### config.mk
export PLATFORM = sky130hd
export DESIGN_NAME = dpc_regs
export DESIGN_NICKNAME = d
export VERILOG_FILES = /design/src/rtl/dpc_pkg.sv /design/src/rtl/dpc_regs.sv /design/src/rtl/dpc_field.sv
export SDC_FILE = /design/constraint.sdc
export NUM_CORES = 1
export LEC_CHECK = 0
export BUFFER_PORTS_ARGS = -buffer_cell sky130_fd_sc_hd__buf_2
export CAP_MARGIN = 20
export CORE_MARGIN = 2
export CORE_UTILIZATION = 44
export DETAILED_ROUTE_END_ITERATION = 7
export MAX_ROUTING_LAYER = met4
export PLACE_DENSITY = 0.88
export SYNTH_ARGS = -nofsm -noshare
export SYNTH_HDL_FRONTEND = slang
export SYNTH_HIERARCHICAL = 1
export SYNTH_SLANG_ARGS = --single-unit
### constraint.sdc
create_clock -name clock -period 2 [get_ports clock]
set_input_delay 0.3 -clock clock [delete_from_list [all_inputs] [get_ports clock]]
set_output_delay 0.3 -clock clock [all_outputs]
set_load 0.05 [all_outputs]
### src/rtl/dpc_pkg.sv
package dpc_pkg;
    // Register word and field geometry
    localparam int unsigned REG_W        = 16;
    localparam int unsigned ADDR_W       = 8;
    localparam int unsigned FOW_W        = 26;
    localparam int unsigned HIGH_W       = 10;
    localparam int unsigned SEL_W        = 4;
    localparam int unsigned OE_BIT       = 10;
    // Register offsets
    localparam logic [7:0]  OFS_LOW      = 8'h00;
    localparam logic [7:0]  OFS_HIGH     = 8'h01;
    localparam logic [7:0]  OFS_RANGE    = 8'h02;
    localparam logic [7:0]  OFS_PULLUP   = 8'h05;
    localparam logic [7:0]  OFS_PULLDN   = 8'h06;
    // Values after reset
    localparam logic [15:0] RST_LOW      = 16'h0000;
    localparam logic [9:0]  RST_HIGH     = 10'h000;
    localparam logic        RST_OE       = 1'b0;
    // Host update spacing, for reference of the applied-word pulse
    localparam int unsigned CLK_HZ       = 40_000_000;
    localparam int unsigned UPD_MAX_HZ   = 38_000;
    localparam int unsigned UPD_MIN_CYC  = CLK_HZ / UPD_MAX_HZ;
endpackage

### src/rtl/dpc_regs.sv
`timescale 1ns/1ps
// Operation
// - Offset 0x00 holds low sixteen word bits
// - Offset 0x01 bits 9:0 hold upper bits
// - Whole offset word resets to zero
// - Offset word is signed two's complement
// - Only high-word write applies new frequency
// - Enable bit ignored under pin control
// - Pull-up, pull-down, range fields at 0x05/0x06/0x02
// - Enable bit: zero disables, one enables
// - Unused upper bits read zero, ignore writes
// - Range selector picks one of sixteen
module dpc_regs (
    input  wire logic                         clock,
    input  wire logic                         rst,
    input  wire logic                         wr_en,
    input  wire logic [dpc_pkg::ADDR_W-1:0]   wr_addr,
    input  wire logic [dpc_pkg::REG_W-1:0]    wr_data,
    input  wire logic [dpc_pkg::ADDR_W-1:0]   rd_addr,
    output logic      [dpc_pkg::REG_W-1:0]    rd_data,
    input  wire logic                         oe_pin_mode,
    input  wire logic [dpc_pkg::SEL_W-1:0]    range_dflt,
    input  wire logic [dpc_pkg::SEL_W-1:0]    pullup_dflt,
    input  wire logic [dpc_pkg::SEL_W-1:0]    pulldn_dflt,
    output logic signed [dpc_pkg::FOW_W-1:0]  frequency_offset_word,
    output logic                              freq_update,
    output logic      [dpc_pkg::SEL_W-1:0]    pull_range_sel,
    output logic      [dpc_pkg::SEL_W-1:0]    pullup_strength,
    output logic      [dpc_pkg::SEL_W-1:0]    pulldn_strength,
    output logic                              sw_output_enable
);
    import dpc_pkg::*;

    logic [REG_W-1:0]  low_control_word_q;   // Staged low word
    logic [HIGH_W-1:0] high_control_word_q;  // Stored high bits
    logic              oe_q;                 // Software enable bit
    logic              wr_low;               // Strobe to low word
    logic              wr_high;              // Strobe to high word

    // Halves must join into the full word, enable bit above the high field
    if (HIGH_W + REG_W != FOW_W || OE_BIT < HIGH_W || OE_BIT >= REG_W) begin : g_geom_check
        $error("register geometry does not fit the word layout");
    end

    // Address decode of write strobes
    always_comb begin
        wr_low  = 1'b0;
        wr_high = 1'b0;
        if (wr_en && wr_addr == OFS_LOW) begin
            wr_low = 1'b1;
        end else if (wr_en && wr_addr == OFS_HIGH) begin
            wr_high = 1'b1;
        end
    end

    always_ff @(posedge clock) begin
        if (rst) begin
            low_control_word_q <= RST_LOW;
        end else if (wr_low) begin
            low_control_word_q <= wr_data;
        end
    end

    always_ff @(posedge clock) begin
        if (rst) begin
            high_control_word_q <= RST_HIGH;
        end else if (wr_high) begin
            high_control_word_q <= wr_data[HIGH_W-1:0];
        end
    end

    always_ff @(posedge clock) begin
        if (rst) begin
            oe_q <= RST_OE;
        end else if (wr_high && !oe_pin_mode) begin
            oe_q <= wr_data[OE_BIT];
        end
    end

    assign sw_output_enable = oe_q;

    // signed word joined; zero at reset
    always_ff @(posedge clock) begin
        if (rst) begin
            frequency_offset_word <= '0;
            freq_update           <= 1'b0;
        end else begin
            freq_update <= wr_high;
            if (wr_high) begin
                // Fresh high bits joined with the staged low word
                frequency_offset_word <= {wr_data[HIGH_W-1:0], low_control_word_q};
            end
        end
    end

    dpc_field #(.W(SEL_W)) u_range (
        .clock   (clock),
        .rst     (rst),
        .wr_en   (wr_en && wr_addr == OFS_RANGE),
        .wr_data (wr_data[SEL_W-1:0]),
        .dflt    (range_dflt),
        .value_q (pull_range_sel)
    );
    dpc_field #(.W(SEL_W)) u_pullup (
        .clock   (clock),
        .rst     (rst),
        .wr_en   (wr_en && wr_addr == OFS_PULLUP),
        .wr_data (wr_data[SEL_W-1:0]),
        .dflt    (pullup_dflt),
        .value_q (pullup_strength)
    );
    dpc_field #(.W(SEL_W)) u_pulldn (
        .clock   (clock),
        .rst     (rst),
        .wr_en   (wr_en && wr_addr == OFS_PULLDN),
        .wr_data (wr_data[SEL_W-1:0]),
        .dflt    (pulldn_dflt),
        .value_q (pulldn_strength)
    );

    always_comb begin
        rd_data = '0;
        if (rd_addr == OFS_LOW) begin
            rd_data = low_control_word_q;
        end else if (rd_addr == OFS_HIGH) begin
            rd_data = {5'h00, oe_q, high_control_word_q};
        end else if (rd_addr == OFS_RANGE) begin
            rd_data = {12'h000, pull_range_sel};
        end else if (rd_addr == OFS_PULLUP) begin
            rd_data = {12'h000, pullup_strength};
        end else if (rd_addr == OFS_PULLDN) begin
            rd_data = {12'h000, pulldn_strength};
        end
    end
endmodule

### src/rtl/dpc_field.sv
`timescale 1ns/1ps
// One narrow read-write field with a factory default captured at reset
module dpc_field #(
    parameter int unsigned W = 4
) (
    input  wire logic         clock,
    input  wire logic         rst,
    input  wire logic         wr_en,
    input  wire logic [W-1:0] wr_data,
    input  wire logic [W-1:0] dflt,
    output logic      [W-1:0] value_q
);
    // A zero-width field cannot hold any code
    if (W < 1) begin : g_width_check
        $error("field width must be at least one");
    end

    // Default comes from the factory strap, so it is loaded on a clocked reset
    always_ff @(posedge clock) begin
        if (rst) begin
            value_q <= dflt;
        end else if (wr_en) begin
            value_q <= wr_data;
        end
    end
endmodule

Yosys cells after proc, flatten, opt, wreduce, memory -nomap -nowiden
Index checks and enable logic that the tools add are counted.
{ "word_totals": {"register_bits": 66, "inputBits": 48, "out_inout_bits": 56} }
{ "op_classes": {"n_eq_ne": 8, "muxes": 14, "reduce_logical": 12} }
{ "ops": {"columns": ["cell", "count"], "rows": [
  ["4-bit 2-to-1 mux", 9],
  ["8-bit by 3-bit equality test with 1-bit output, second input constant", 4],
  ["8-bit by 1-bit equality test with 1-bit output, second input constant", 2],
  ["8-bit by 2-bit equality test with 1-bit output, second input constant", 2],
  ["8-bit logical NOT", 2],
  ["16-bit 2-to-1 mux", 1],
  ["11-bit 2-to-1 mux", 1],
  ["1-bit logical AND", 6],
  ["2-bit nonzero test", 3],
  ["1-bit 2-to-1 mux", 3],
  ["1-bit logical NOT", 1]
]} }

Depth between registers and ports, before layout
{ "logic_depth": {"depth_word": 6, "ltp_mapped": 5, "ltp_nobuf": 4} }

Hierarchy
The synthesis kept the hierarchy.
{ "by_module_without_submodules": {"columns": ["module", "n_inst", "cells_each", "area_per_inst_um2", "seq_area_each_um2"], "rows": [
  ["dpc_regs", 1, 221, 2182.1, 880.8],
  ["dpc_field", 3, 9, 171.4, 120.1]
]} }

Least setup slack after synthesis
No wires, ideal clock.
{ "synth_timing": {"path_kind": "input -> output", "startpoint": "input rd_addr[0] (netlist bit)", "endpoint": "output rd_data[0] (netlist bit)", "t_arrival_ns": 2.173, "slack_ns": -0.473, "cell_stages": 4, "n_path_buf": 1, "cell_sequence": "clkbuf_1 > nor2b_1 > a22oi_1 > a211oi_1"} }
{ "synth_via": {"elab_chain_cells": 6, "elab_cells_between_ends": 10, "cone_classes": "eq/ne: 4; mux: 5; reduce/logical: 1"} }
{ "synth_rtl": {"columns": ["item", "line_no", "text"], "rows": [
  ["start: declaration", "dpc_regs.sv:19", "input wire logic [dpc_pkg::ADDR_W-1:0] rd_addr,"],
  ["8-bit by 3-bit equality test with 1-bit output", "dpc_regs.sv:131", "end else if (rd_addr == OFS_PULLDN) begin"],
  ["4-bit 2-to-1 mux", "dpc_regs.sv:131", null],
  ["4-bit 2-to-1 mux", "dpc_regs.sv:129", "end else if (rd_addr == OFS_PULLUP) begin"],
  ["4-bit 2-to-1 mux", "dpc_regs.sv:127", "end else if (rd_addr == OFS_RANGE) begin"],
  ["11-bit 2-to-1 mux", "dpc_regs.sv:125", "end else if (rd_addr == OFS_HIGH) begin"],
  ["16-bit 2-to-1 mux (*)", "dpc_regs.sv:123", "if (rd_addr == OFS_LOW) begin"],
  ["end: declaration", "dpc_regs.sv:20", "output logic [dpc_pkg::REG_W-1:0] rd_data,"]
]} }
Every way passes the cells marked *; elsewhere a longest branch is shown, timed or not.

Worst setup path in the final report
{ "layout_timing": {"startpoint": "input rd_addr[0] (netlist bit)", "endpoint": "output rd_data[2] (netlist bit)"} }
Same word-level chain as after synthesis.

==> results.py <==
metrics = {
    "run_status": {
        "run_status": "completed",
    },
    "timing": {
        "fin_worst_hold_slack_ns": 0.251,
        "timing_hold_violations_final": 0,
        "post-route-period-util_pct": 92.1,
        "worst_clk_skew_ns": 0.00937,
        "timing.final.setup_violations": 0,
        "final.setup.tns_ns": 0,
        "timing_worst_slew_pin_value_ns": 0.569,
        "timing.final.max_slew_violations": 0,
        "max_freq_mhz": 543,
        "fin_crit_ns": 1.84,
        "relSlewSlack_pct": 62.1,
        "rsz0062_at_grt": "false",
    },
    "cts": {
        "worstSkewPairLatency_ns": 0.30,
        "tritoncts": "yes",
        "numCtsBuffers": 5,
        "cts-hold-fix-buffers": 0,
        "clock_tree.root_cell": "clkbuf_8",
        "postCtsSetupRepairBufs": 0,
        "clock_tree.htree_level_count": 2,
        "ctsLongestPathBuffers": 2,
        "cts_num_sinks": 56,
        "worst_setup_hold_path_clk_slew_ns": 0.10,
        "postCtsResizedCells": 0,
    },
    "final_layout": {
        "postLayoutCoreUtil_pct": 57.7,
        "nNetsFinal": 397,
        "flow.area_growth_from_synthesis_pct": 26.7,
        "finish.cell_count_without_fillers": 425,
        "post-route-cell-area_um2": 3420,
        "antennaDiodeCount": 0,
        "final_layout_size_suffix_gt1_share_pct": 40.9,
    },
    "logic_synthesis": {
        "dominantRegCellSynth": "dfxtp_1",
        "ys_top_cells_by_count": "nand2b_1 (60), mux2i_1 (52), dfxtp_1 (44)",
        "syn_inst": 248,
        "synth_most_common_cell": "nand2b_1",
        "yosys-top-cells-area": "dfxtp_1 (33%), mux2i_1 (19%), nand2b_1 (14%)",
        "syn-mean-instance-area_um2": 10.9,
        "synth_seq_cells": 56,
        "synth_sequential_area_ratio_pct": 46.0,
        "yosys.area.top_type": "dfxtp_1",
        "post-synth-top-area-fraction_pct": 32.7,
        "post_synth_instance_area_um2": 2700,
        "synth.net_count": 296,
        "synth_warnings": 6,
        "yosys.cell_types.count": 29,
        "number_of_flops_mapped_to_enable_cells_by_yosys": 12,
        "synth_async_sr_flop_share_pct": 0,
    },
    "placement": {
        "portBuffers": 103,
        "gp_routability_congestion": 0.977,
        "placedCellCount": 417,
        "place_area_um2": 3330,
        "hpwlAfterDp_mm": 4.87,
    },
    "power": {
        "cellLeakagePower_nw": 1.45,
        "power_per_cell_area_nw_per_um2": 618,
        "irDropWorstVdd_mv": 0.364,
    },
    "floorplan": {
        "placementRows": 28,
        "floorplan.initialDensity_pct": 45.5,
        "fp.coreArea_um2": 5920,
        "boundaryPins": 104,
        "die_h_um": 82.3,
        "chipWidth_um": 82.3,
        "floorplan.die_area_um2": 6770,
    },
    "grt": {
        "grt_pass1_wl_mm": 9.80,
        "grt_antenna_before_repair": 0,
        "grt_max_degree": 44,
        "first_global_vias": 2070,
        "grt_overflow": 0,
        "grt_usage_pct": 19.5,
    },
    "detailed_routing": {
        "totalWireLength_mm": 6.38,
        "detail_route.vias_per_cell": 5.02,
        "detailroute.via_count": 2135,
        "wl_per_cell_um": 15.0,
        "1st_iter_drt_viols": 102,
        "postRouteAntennaNets": 0,
        "drc": 0,
        "drt_first_pass_iters": 4,
    },
    "critical_path": {
        "cp-start-kind": "input port",
        "critPathKind": "in2out",
        "worst_path_most_repeated_cell": "buf_2",
        "critPathMaxFanout": 9,
        "crit_arrival_ns": 1.54,
        "worst_path_largest_cell_delay_ns": 0.36,
        "critical_path_required_ns": 1.70,
        "crit_path_cell_trace": "buf_2 > nor2b_1 > a22oi_1 > a211oi_2 > buf_2",
        "critical_path.slowest_cell": "nor2b_1",
        "critPathCaptureType": "primary output",
    },
    "job": {
        "max_cap_violations": 0,
    },
    "worst_hold_path": {
        "hold_path.class": "in2reg",
    },
}
registers in the layout, indices dropped and copies added, names as in the netlist:
signal	cells
high_control_word_q	10
u_pulldn/value_q	4
low_control_word_q	16
u_pullup/value_q	4
sw_output_enable	1
freq_update	1
u_range/value_q	4
frequency_offset_word	16
power breakdown:
part | total (W) | switching, W | internal (W) | leakage, nW
Combinational | 0.000292 | 0.000180 | 0.000113 | 0.932
Clock | 0.000621 | 0.000370 | 0.000251 | 0.0489
Sequential | 0.00120 | 0.0000155 | 0.00118 | 0.472
final cells by class:
type	instances	area [um^2]
Sequential cell	56	1240
Tap cell	75	93.8
Inverter	1	3.75
Clock buffer	5	68.8
Multi-Input combinational cell	175	1390
Timing Repair Buffer	110	596
Clock inverter	3	20.0
Fill cell	517	2500
final timing paths:
path              slack, ns                      from                        to  cells past startpoint
hold reg to reg        0.47  frequency_offset_word[0]  frequency_offset_word[0]                      2
hold / removal         0.25               wr_data[15]    low_control_word_q[15]                      3
setup / recovery       0.16                rd_addr[0]                rd_data[2]                      5
setup reg to reg       1.34    low_control_word_q[13]    low_control_word_q[13]                      2
cells in the final DEF, fill, tap and decap left out, drive strengths merged:
| cell | netlist | final |
|---|---|---|
| buf | 5 | 109 |
| nand2b | 60 | 60 |
| mux2i | 52 | 52 |
| dfxtp | 44 | 44 |
| mux2 | 15 | 15 |
| nor2 | 12 | 12 |
| edfxtp | 12 | 12 |
| clkbuf | 11 | 6 |
| nor3b | 5 | 5 |
| or2 | 4 | 4 |
| a22oi | 3 | 3 |
| a221oi | 3 | 3 |
| a211oi | 3 | 3 |
| nor3 | 3 | 3 |
| inv | 1 | 3 |
| o21ai | 2 | 2 |
| nor2b | 2 | 2 |
| nand3b | 2 | 2 |
| nor4 | 2 | 2 |
| nand3 | 1 | 1 |
| nand2 | 1 | 1 |
| a31oi | 1 | 1 |
| and3b | 1 | 1 |
| or4 | 1 | 1 |
| or3b | 1 | 1 |
| or3 | 1 | 1 |
| clkinv | 0 | 1 |
metal layers:
layer,wire [um],up-vias,GRT usage (%),share of wire [%]
met1,2790,1000,24.9,44
met2,3220,63,31.9,50
met4,95,0,6.33,1.5
li1,-,1064,-,-
met3,275,8,3.04,4.3
met5,0,-,-,0
critical path, delay by kind of cell:
family                 cells  cell delay (ns)
AND/OR/NAND/NOR            1             0.36
buffers and inverters      2             0.47
AO/OA/AOI/OAI              2             0.41
metrics by stage:
step	setup WS, ns	power (W)
2_1_floorplan	-0.425	0.00141
3_3_place_gp	0.0680	0.00151
3_5_place_dp	0.0216	0.00152
4_1_cts	0.174	0.00213
5_1_grt	0.000350	0.00220
6_report	0.159	0.00211
kinds of logic (layout without fill, tap and decap cells):
logic type	count (synthesis)	in the layout	share of synthesized area (%)
AND/OR/NAND/NOR	96	96	22.1
multiplexers	67	67	25.6
flip-flops	56	56	46.0
buffers and inverters	17	119	3.02
AO/OA/AOI/OAI	12	12	3.25
No activity file was read; power rests on OpenSTA's default activity.
